`config.mk`:
```
export PLATFORM = sky130hd
export DESIGN_NAME = sapt_top
export DESIGN_NICKNAME = d
export VERILOG_FILES = /design/src/core/sapt_quad.sv /design/src/core/sapt_top.sv
export SDC_FILE = /design/constraint.sdc
export NUM_CORES = 1
export LEC_CHECK = 0
export ABC_AREA = 1
export CAP_MARGIN = 10
export CORE_MARGIN = 2
export CORE_UTILIZATION = 26
export CTS_CLUSTER_SIZE = 24
export DETAILED_ROUTE_END_ITERATION = 10
export DONT_BUFFER_PORTS = 1
export PLACE_DENSITY = 0.48
export SLEW_MARGIN = 25
export SYNTH_ARGS = -nofsm -noshare
export SYNTH_HDL_FRONTEND = slang
export SYNTH_HIERARCHICAL = 1
export SYNTH_SLANG_ARGS = --single-unit
export TNS_END_PERCENT = 1
```
`constraint.sdc`:
```
create_clock -name I_CORE_CLK -period 3.45 [get_ports I_CORE_CLK]
set_input_delay 0.8625 -clock I_CORE_CLK [delete_from_list [all_inputs] [get_ports I_CORE_CLK]]
set_output_delay 0.8625 -clock I_CORE_CLK [all_outputs]
set_load 0.005 [all_outputs]
```
`src/core/sapt_quad.sv`:
```
// Purpose : shared constants of the absolute position transmitter and the
//           incremental quadrature track generator
// Assumes : 100 MHz core clock, phase taken from the direction-corrected position
// Notes   : package and leaf module share this file so the core stays two files

// ---------------------------------------------------------------------------
// shared constants
// ---------------------------------------------------------------------------
package sapt_pkg;
  // core clock rate
  localparam int unsigned CLK_HZ       = 100_000_000;
  localparam int unsigned CLK_KHZ      = CLK_HZ / 1000;
  localparam int unsigned CLK_MHZ      = CLK_HZ / 1_000_000;
  // monoflop time in microseconds and its cycle count
  localparam int unsigned TM_US        = 20;
  localparam int unsigned TM_CYC       = TM_US * CLK_MHZ;
  // power-up availability delay in milliseconds
  localparam int unsigned PWRUP_MS     = 450;
  localparam int unsigned PWRUP_CYC    = PWRUP_MS * CLK_KHZ;
  // both-button hold time in milliseconds
  localparam int unsigned BTN_MS       = 2000;
  localparam int unsigned BTN_CYC      = BTN_MS * CLK_KHZ;
  // electrical zero-set low time in milliseconds
  localparam int unsigned ZS_MS        = 1100;
  localparam int unsigned ZS_CYC       = ZS_MS * CLK_KHZ;
  // resolution defaults and limits
  localparam int unsigned ST_BITS_DEF  = 13;
  localparam int unsigned MT_BITS_DEF  = 12;
  localparam int unsigned FIELD_MAX    = 16;
  localparam int unsigned WORD_MAX     = 32;
  // incremental pulses per revolution as a power of two
  localparam int unsigned PPR_LOG2_DEF = 10;
  localparam int unsigned PPR_LOG2_MIN = 10;
  localparam int unsigned PPR_LOG2_MAX = 12;
  // register byte offsets
  localparam logic [3:0]  REG_CTRL     = 4'h0;
  localparam logic [3:0]  REG_STATUS   = 4'h4;
  localparam logic [3:0]  REG_POS      = 4'h8;
  localparam logic [3:0]  REG_ZERO     = 4'hC;
  // register field positions
  localparam int unsigned CTRL_GRAY    = 0;
  localparam int unsigned CTRL_INCR    = 1;
  localparam int unsigned STAT_READY   = 0;
  localparam int unsigned STAT_BUSY    = 1;
  // register reset values
  localparam logic        CTRL_GRAY_RST = 1'h1;
  localparam logic        CTRL_INCR_RST = 1'h1;
  // synchroniser lane positions
  localparam int unsigned SY_CLK       = 0;
  localparam int unsigned SY_DIR       = 1;
  localparam int unsigned SY_ZS        = 2;
  localparam int unsigned SY_BA        = 3;
  localparam int unsigned SY_BB        = 4;
  localparam int unsigned SY_W         = 5;
endpackage : sapt_pkg

// ---------------------------------------------------------------------------
// quadrature track generator
// ---------------------------------------------------------------------------
module sapt_quad (
  input  wire logic       i_clk,    // core clock
  input  wire logic       i_reset,  // synchronous reset, high
  input  wire logic       i_ce,     // clock enable
  input  wire logic       i_en,     // tracks enabled
  input  wire logic [1:0] i_phase,  // quarter-period index
  output logic            o_a,      // track a
  output logic            o_b,      // track b
  output logic            o_a_n,    // track a complement
  output logic            o_b_n     // track b complement
);
  import sapt_pkg::*;

  // all state of the generator
  typedef struct packed {
    logic a;
    logic b;
    logic a_n;
    logic b_n;
  } sapt_quad_st_t;

  sapt_quad_st_t st_reg;   // registered state
  sapt_quad_st_t st_next;  // next state

  // gray sequence over the phase: b leads a one way, lags the other
  always_comb begin
    st_next     = st_reg;
    st_next.a   = i_en & i_phase[1];
    st_next.b   = i_en & (i_phase[1] ^ i_phase[0]);
    st_next.a_n = ~st_next.a;
    st_next.b_n = ~st_next.b;
  end

  // register, frozen while the clock enable is low
  always_ff @(posedge i_clk) begin
    if (i_reset) begin
      // tracks low, complements high while in reset
      st_reg <= '{a: 1'b0, b: 1'b0, a_n: 1'b1, b_n: 1'b1};
    end else if (i_ce) begin
      st_reg <= st_next;
    end
  end

  assign o_a   = st_reg.a;
  assign o_b   = st_reg.b;
  assign o_a_n = st_reg.a_n;
  assign o_b_n = st_reg.b_n;
endmodule : sapt_quad

```
`src/core/sapt_top.sv`:
```
// Purpose : encoder-side serial position transmitter with zero set, code and
//           direction selection, incremental tracks and an Avalon-MM slave
// Assumes : raw position counts up on clockwise rotation, same clock domain
// Notes   : the serial clock is oversampled by the core clock
//
// Notes on behaviour
// idle: master clock high, data held high
// first falling clock edge captures position
// first rising edge drives the msb
// each later rising edge drives next bit
// after lsb, data low until monoflop ends
// master waits for data high or pause
// monoflop starts at last falling edge
// master clock period below monoflop time
// word has singleturn plus multiturn bits
// unbroken clocking resends the same word
// late pulse n+1 gives fresh position
// master limits clock rate by line length
// both buttons held 2 s sets zero
// gray or binary output code
// direction input high: clockwise counts down
// position invalid up to 450 ms
// incremental a, b and complements
// zero-set low 1.1 s sets zero
// clock stuck high mid-word aborts to idle
// b leads or lags a by quarter

module sapt_top
  import sapt_pkg::*;
#(
  parameter int unsigned ST_BITS   = sapt_pkg::ST_BITS_DEF,   // singleturn bits
  parameter int unsigned MT_BITS   = sapt_pkg::MT_BITS_DEF,   // multiturn bits
  parameter int unsigned PPR_LOG2  = sapt_pkg::PPR_LOG2_DEF,  // log2 pulses per turn
  parameter int unsigned TM_CYC_P  = sapt_pkg::TM_CYC,        // monoflop cycles
  parameter int unsigned PWRUP_CYC_P = sapt_pkg::PWRUP_CYC,   // availability delay
  parameter int unsigned BTN_CYC_P = sapt_pkg::BTN_CYC,       // button hold
  parameter int unsigned ZS_CYC_P  = sapt_pkg::ZS_CYC         // zero-set hold
) (
  input  wire logic                       I_CORE_CLK,        // core clock
  input  wire logic                       I_RESET,           // synchronous reset
  input  wire logic                       I_CLK_EN,          // clock enable
  input  wire logic [ST_BITS+MT_BITS-1:0] I_RAW_POS,         // raw position
  input  wire logic                       I_SSI_CLK,         // serial clock pin
  input  wire logic                       I_DIR_SEL,         // direction select pin
  input  wire logic                       I_ZERO_SET_N,      // zero-set pin, low
  input  wire logic                       I_ZERO_BTN_A,      // button a pressed
  input  wire logic                       I_ZERO_BTN_B,      // button b pressed
  input  wire logic [3:0]                 I_AVS_ADDRESS,     // byte address
  input  wire logic                       I_AVS_READ,        // read request
  input  wire logic                       I_AVS_WRITE,       // write request
  input  wire logic [31:0]                I_AVS_WRITEDATA,   // write data
  input  wire logic [3:0]                 I_AVS_BYTEENABLE,  // byte enables
  output logic      [31:0]                O_AVS_READDATA,    // read data
  output logic                            O_AVS_WAITREQUEST, // stall
  output logic                            O_SSI_DATA,        // serial data
  output logic                            O_INC_A,           // track a
  output logic                            O_INC_B,           // track b
  output logic                            O_INC_A_N,         // track a complement
  output logic                            O_INC_B_N          // track b complement
);
  import sapt_pkg::*;

  // ---------------------------------------------------------------------------
  // elaboration checks
  // ---------------------------------------------------------------------------
  localparam int unsigned N = ST_BITS + MT_BITS;  // bits per word
  if (ST_BITS == 0 || ST_BITS > FIELD_MAX || MT_BITS > FIELD_MAX || N > WORD_MAX)
    $error("resolution out of range");
  if (PPR_LOG2 < PPR_LOG2_MIN || PPR_LOG2 > PPR_LOG2_MAX || ST_BITS < PPR_LOG2 + 2)
    $error("pulse count not servable");
  if (TM_CYC_P < 2 || PWRUP_CYC_P < 1 || BTN_CYC_P < 1 || ZS_CYC_P < 1)
    $error("timing count too small");

  localparam logic [5:0]   N_CNT = 6'(N);        // bit count target
  localparam logic [N-1:0] ONE_N = N'(1);        // one at word width
  localparam int unsigned  PH_LO = ST_BITS - PPR_LOG2 - 2;  // quarter bit

  // ---------------------------------------------------------------------------
  // state
  // ---------------------------------------------------------------------------
  typedef enum {S_IDLE, S_SHIFT, S_TRAIL} sapt_ssi_t;

  typedef struct packed {
    logic [SY_W-1:0] sync1;    // first synchroniser stage
    logic [SY_W-1:0] sync2;    // second synchroniser stage
    logic            clk_d;    // previous serial clock level
    logic            zs_d;     // previous zero-set level
    sapt_ssi_t       ssi;      // transfer phase
    logic [5:0]      cnt;      // bits sent in this word
    logic [31:0]     timer;    // monoflop timer
    logic [N-1:0]    shreg;    // output shift register
    logic [N-1:0]    word;     // captured word for repetition
    logic            data;     // serial data level
    logic [N-1:0]    zero;     // zero-point offset
    logic [31:0]     pwr_cnt;  // availability counter
    logic            ready;    // position valid
    logic [31:0]     zs_cnt;   // zero-set low time
    logic            zs_arm;   // falling edge seen
    logic [31:0]     btn_cnt;  // both-button hold time
    logic            gray;     // gray code selected
    logic            incr;     // incremental tracks enabled
    logic [31:0]     rdata;    // bus read data
    logic            ack;      // bus answer cycle
  } sapt_st_t;

  sapt_st_t     st_reg;    // registered state
  sapt_st_t     st_next;   // next state
  logic [N-1:0] pos_dir;   // direction-corrected position
  logic [N-1:0] rel;       // position relative to zero
  logic [N-1:0] cur_word;  // word offered at capture
  logic         clk_s;     // synchronised serial clock
  logic         fall;      // serial clock falling edge
  logic         rise;      // serial clock rising edge
  logic         bus_req;   // bus request present

  // ---------------------------------------------------------------------------
  // position path
  // ---------------------------------------------------------------------------
  // direction, zero offset and code selection
  always_comb begin
    pos_dir = st_reg.sync2[SY_DIR] ? (~I_RAW_POS + ONE_N) : I_RAW_POS;
    rel     = pos_dir - st_reg.zero;
    if (!st_reg.ready) begin
      cur_word = '0;
    end else if (st_reg.gray) begin
      cur_word = rel ^ (rel >> 1);
    end else begin
      cur_word = rel;
    end
  end

  assign clk_s   = st_reg.sync2[SY_CLK];
  assign fall    = st_reg.clk_d & ~clk_s;
  assign rise    = ~st_reg.clk_d & clk_s;
  assign bus_req = I_AVS_READ | I_AVS_WRITE;

  // ---------------------------------------------------------------------------
  // next-state logic
  // ---------------------------------------------------------------------------
  always_comb begin
    st_next       = st_reg;
    // pin synchronisers
    st_next.sync1 = {I_ZERO_BTN_B, I_ZERO_BTN_A, I_ZERO_SET_N, I_DIR_SEL, I_SSI_CLK};
    st_next.sync2 = st_reg.sync1;
    st_next.clk_d = clk_s;
    st_next.zs_d  = st_reg.sync2[SY_ZS];

    // availability delay after reset
    if (!st_reg.ready) begin
      if (st_reg.pwr_cnt >= PWRUP_CYC_P - 1) begin
        st_next.ready = 1'b1;
      end else begin
        st_next.pwr_cnt = st_reg.pwr_cnt + 32'h1;
      end
    end

    // monoflop timer saturates at its limit
    if (st_reg.timer < TM_CYC_P) begin
      st_next.timer = st_reg.timer + 32'h1;
    end

    // serial transfer
    unique case (st_reg.ssi)
      S_IDLE: begin
        st_next.data = 1'b1;
        if (fall) begin
          st_next.shreg = cur_word;
          st_next.word  = cur_word;
          st_next.cnt   = 6'h0;
          st_next.timer = 32'h0;
          st_next.ssi   = S_SHIFT;
        end
      end
      S_SHIFT: begin
        if (rise && st_reg.cnt < N_CNT) begin
          st_next.data  = st_reg.shreg[N-1];
          st_next.shreg = st_reg.shreg << 1;
          st_next.cnt   = st_reg.cnt + 6'h1;
          st_next.timer = 32'h0;
        end else if (fall) begin
          st_next.timer = 32'h0;
          if (st_reg.cnt == N_CNT) begin
            st_next.ssi  = S_TRAIL;
            st_next.data = 1'b0;
          end
        end else if (clk_s && st_reg.timer >= TM_CYC_P) begin
          st_next.ssi  = S_IDLE;
          st_next.data = 1'b1;
        end
      end
      S_TRAIL: begin
        if (rise) begin
          st_next.data  = st_reg.word[N-1];
          st_next.shreg = st_reg.word << 1;
          st_next.cnt   = 6'h1;
          st_next.timer = 32'h0;
          st_next.ssi   = S_SHIFT;
        end else if (st_reg.timer >= TM_CYC_P) begin
          st_next.ssi  = S_IDLE;
          st_next.data = 1'b1;
        end
      end
    endcase

    // electrical zero set: falling edge, then held low
    if (st_reg.sync2[SY_ZS]) begin
      st_next.zs_arm = 1'b0;
      st_next.zs_cnt = 32'h0;
    end else if (st_reg.zs_d) begin
      st_next.zs_arm = 1'b1;
      st_next.zs_cnt = 32'h1;
    end else if (st_reg.zs_arm && st_reg.zs_cnt < ZS_CYC_P) begin
      st_next.zs_cnt = st_reg.zs_cnt + 32'h1;
      if (st_reg.zs_cnt == ZS_CYC_P - 1) begin
        st_next.zero = pos_dir;
      end
    end

    // push buttons: both held, zero taken on release
    if (st_reg.sync2[SY_BA] && st_reg.sync2[SY_BB]) begin
      if (st_reg.btn_cnt < BTN_CYC_P) begin
        st_next.btn_cnt = st_reg.btn_cnt + 32'h1;
      end
    end else begin
      if (st_reg.btn_cnt >= BTN_CYC_P) begin
        st_next.zero = pos_dir;
      end
      st_next.btn_cnt = 32'h0;
    end

    // bus slave: one wait state, then answer
    st_next.ack = bus_req & ~st_reg.ack;
    if (I_AVS_READ && !st_reg.ack) begin
      unique case (I_AVS_ADDRESS)
        REG_CTRL:   st_next.rdata = {30'h0, st_reg.incr, st_reg.gray};
        REG_STATUS: st_next.rdata = {30'h0, st_reg.ssi != S_IDLE, st_reg.ready};
        REG_POS:    st_next.rdata = 32'(cur_word);
        REG_ZERO:   st_next.rdata = 32'(st_reg.zero);
        default:    st_next.rdata = 32'h0;
      endcase
    end
    if (I_AVS_WRITE && st_reg.ack && I_AVS_ADDRESS == REG_CTRL && I_AVS_BYTEENABLE[0]) begin
      st_next.gray = I_AVS_WRITEDATA[CTRL_GRAY];
      st_next.incr = I_AVS_WRITEDATA[CTRL_INCR];
    end
  end

  // ---------------------------------------------------------------------------
  // state register
  // ---------------------------------------------------------------------------
  always_ff @(posedge I_CORE_CLK) begin
    if (I_RESET) begin
      st_reg       <= '0;
      // idle pin levels: clock, direction and zero-set high, buttons released
      st_reg.sync1 <= 5'h07;
      st_reg.sync2 <= 5'h07;
      st_reg.clk_d <= 1'b1;
      st_reg.zs_d  <= 1'b1;
      st_reg.data  <= 1'b1;
      st_reg.gray  <= CTRL_GRAY_RST;
      st_reg.incr  <= CTRL_INCR_RST;
    end else if (I_CLK_EN) begin
      st_reg <= st_next;
    end
  end

  // ---------------------------------------------------------------------------
  // outputs
  // ---------------------------------------------------------------------------
  assign O_SSI_DATA        = st_reg.data;
  assign O_AVS_READDATA    = st_reg.rdata;
  assign O_AVS_WAITREQUEST = bus_req & ~st_reg.ack;

  // incremental tracks from the direction-corrected singleturn part
  sapt_quad u_quad (
    .i_clk   (I_CORE_CLK),
    .i_reset (I_RESET),
    .i_ce    (I_CLK_EN),
    .i_en    (st_reg.incr),
    .i_phase (pos_dir[PH_LO +: 2]),
    .o_a     (O_INC_A),
    .o_b     (O_INC_B),
    .o_a_n   (O_INC_A_N),
    .o_b_n   (O_INC_B_N)
  );
endmodule : sapt_top

```
==> impl_metrics.json <==
{
  "worstSkewPairLatency_ns": 0.60,
  "path_class": "primary input to flip-flop",
  "fmax_mhz": 286,
  "min-delay-start": "I_RESET",
  "reg2reg_depth": 19,
  "preCtsSetupSlack_ns": -0.790,
  "grt_pass1_wl_microns": 74400,
  "die_h_microns": 243,
  "die-area_sq_mm": 0.0590,
  "r2r-start": "st_reg[282]",
  "drt_first_pass_iters": 5,
  "fp-row-count": 87,
  "min_to": "u_quad/o_a",
  "finalSetupTns_ns": -0.111,
  "critPathArrivalTime_ns": 3.98,
  "combPwrFrac_pct": 18.9,
  "synth.avg_cell_area_sq_um": 6.73,
  "synth_largest_area_cell": "dfxtp_1",
  "h-tree-depth": 1,
  "rrSetupSlack_ns": 0.20,
  "cp-start-kind": "primary input",
  "initial_core_util_pct": 26.3,
  "first_global_vias": 14200,
  "ant_nets": 0,
  "gr-total-overflow": 0,
  "fin_area_sq_mm": 0.0182,
  "switchingPower_mw": 2.36,
  "finalHoldViolCount": 0,
  "routabilityCongestion": 0.904,
  "max_cap_violations": 0,
  "slew_headroom_pct": 41.6,
  "crit_required_ns": 3.93,
  "p_int_mw": 5.94,
  "rsz0062_at_grt": "yes",
  "yosysWarnings": 6,
  "async_flop_share_pct": 0,
  "dieWidth_microns": 243,
  "irDropWorstVdd_v": 0.000387,
  "largest_reg_flops": 221,
  "portBuffers": 0,
  "syn2layout_area_growth_pct": 22.6,
  "cp-end-kind": "flip-flop",
  "power_frac_seq_pct": 37.8,
  "final_layout_size_suffix_gt1_share_pct": 16.5,
  "p_clk_share_pct": 43.3,
  "synth_top_area_share_pct": 34.8,
  "num-fill-cells": 6199,
  "root_buffer": "clkbuf_16",
  "vias_per_cell": 4.71,
  "syn_area_sq_mm": 0.0148,
  "fin_skew_ns": 0.0157,
  "cts_made_buffers": 31,
  "core_sq_mm": 0.0564,
  "vias": 14500,
  "grt_usage_pct": 15.2,
  "synthFlopType": "dfxtp_1",
  "tightest_slew_ns": 0.875,
  "drc_errors": 0,
  "hold_path_class": "primary input to flip-flop",
  "p_sw_share_pct": 28.4,
  "cts.clk_slew.worst_paths_ns": 0.06,
  "yosysMostFrequentCell": "nand2_1",
  "grt_max_degree": 113,
  "finalCritPeriodShare_pct": 101,
  "routedWlPerCell_microns": 14.9,
  "setup_slack_ns": -0.0471,
  "power_leakage_nw": 6.87,
  "synth_cells": 2205,
  "io_pins": 113,
  "cts_tree": "done",
  "fin_crit_ns": 3.50,
  "drt_iter0_markers": 857,
  "status": "finished with violations",
  "violations": "negative setup slack",
  "critPathMaxFanout": 4,
  "antenna_found_initial": 0,
  "diodes": 0,
  "clock_sinks": 258,
  "yosys.cell_types.count": 55,
  "power_density_mw_per_mm2": 456,
  "yosys_register_bits": 258,
  "synth-edff-count": 0,
  "netlist_top_cells_count": "448 x nand2_1, 287 x nor2_1, 258 x dfxtp_1",
  "clockBufferDepth": 3,
  "postRouteWirelength_microns": 45800,
  "r2r-end": "O_AVS_READDATA[13]",
  "fin_nets": 2416,
  "placed_cell_area_sq_mm": 0.0165,
  "maxSlewViolCount": 0,
  "synthTopCellsByArea": "dfxtp_1 35%, nand2_1 11%, nor2_1 7.3%",
  "hold_depth": 1,
  "dpl.hpwl_microns": 33300,
  "synth_seq_area_share_pct": 34.8,
  "finalSetupViolCount": 4
}
-- logic make-up after synthesis --
group	share of synthesized area (%)
fa+ha+maj	3.34
xor+xnor	4.58
other cells	0.0253
flops	34.8
buf+inv	10.1
compound gates	15.6
simple gates	31.3
mux	0.135
-- critical path, cell delays in order --
cell and delay, ns:
nor3_4 0.17, buf_6 0.14, nand3_4 0.07, nor4_4 0.26
buf_4 0.16, nand4_1 0.15, buf_4 0.19, o31ai_4 0.26
xnor2_2 0.14, ha_4 0.33, inv_2 0.06, nor3_4 0.13
and2_4 0.20, nand3_4 0.08, nand4_1 0.14, nand2_4 0.09
nand2_2 0.07, nand3_2 0.08, buf_4 0.13, buf_4 0.12
nand4_1 0.07, a21oi_1 0.07
-- timing repair --
action                                 CTS  global route
setup endpoints to repair               19            58
endpoints found under the hold margin    0             0
buffers inserted                         2             9
gates resized for setup                 15           109
hold buffers                             0             0
pin swaps                                4            43
cloned                                   0             0
-- how the worst max path moves through the flow --
stage | startpoint | end | cells past startpoint
after floorplan | I_RAW_POS[2] | O_AVS_READDATA[22] | 20
after global placement | I_RAW_POS[2] | O_AVS_READDATA[24] | 20
after detailed placement | I_RAW_POS[2] | O_AVS_READDATA[22] | 22
after CTS | I_RAW_POS[2] | O_AVS_READDATA[22] | 23
after global routing | I_RAW_POS[0] | O_AVS_READDATA[22] | 20
final | I_RAW_POS[0] | st_reg[206] | 22
-- cell usage in the layout (no fill, tap or decap), types with 31 or more instances in the layout --
| cell type | instances |
|---|---|
| nor2_1 | 276 |
| nand4_1 | 63 |
| xor2_1 | 41 |
| clkbuf_16 | 31 |
| nand2_1 | 423 |
| dfxtp_1 | 258 |
| buf_4 | 169 |
| inv_1 | 233 |
| a21oi_1 | 156 |
| ha_1 | 34 |
| o21ai_0 | 128 |
| nor3_1 | 60 |
| nand3_1 | 94 |
| nand2_2 | 32 |
-- layout make-up --
| class | count | area (sq um) | share of cell area (%) |
|---|---|---|---|
| repair buffers | 172 | 1300 | 7.15 |
| inverters | 245 | 920 | 5.05 |
| multi-input cells | 1594 | 8750 | 48.1 |
| flip-flops and latches | 258 | 5160 | 28.4 |
| well taps | 756 | 946 | 5.20 |
| clock buffers | 39 | 856 | 4.70 |
| clock inverters | 19 | 267 | 1.46 |
-- layer usage --
| metal | track usage [%] | up-vias | wire [microns] |
|---|---|---|---|
| li1 | - | 7458 | - |
| met1 | 20.0 | 6752 | 21500 |
| met2 | 26.0 | 255 | 21300 |
| met3 | 2.05 | 61 | 1910 |
| met4 | 4.37 | 0 | 1070 |
| met5 | 0 | - | 0 |
-- power groups by stage --
stage | Clock (mW) | Sequential, mW | Combinational, mW
after floorplan | 0 | 3.18 | 0.880
after global placement | 0 | 3.20 | 1.42
after detailed placement | 0 | 3.20 | 1.43
after CTS | 3.70 | 3.14 | 1.45
after global routing | 3.80 | 3.15 | 1.75
final | 3.59 | 3.14 | 1.57
-- per-stage QoR --
step           power [mW]  utilization [%]  instances  hold slack, ns
2_1_floorplan        4.06                -       2211           0.403
3_5_place_dp         4.64             29.2       3014           0.415
4_1_cts              8.29             31.3       3074           0.307
6_report             8.30             32.3       3083           0.346
5_1_grt              8.70             32.3       3083           0.325
3_3_place_gp         4.62             29.2       3014           0.410
Power figures use the tool's default switching activity.
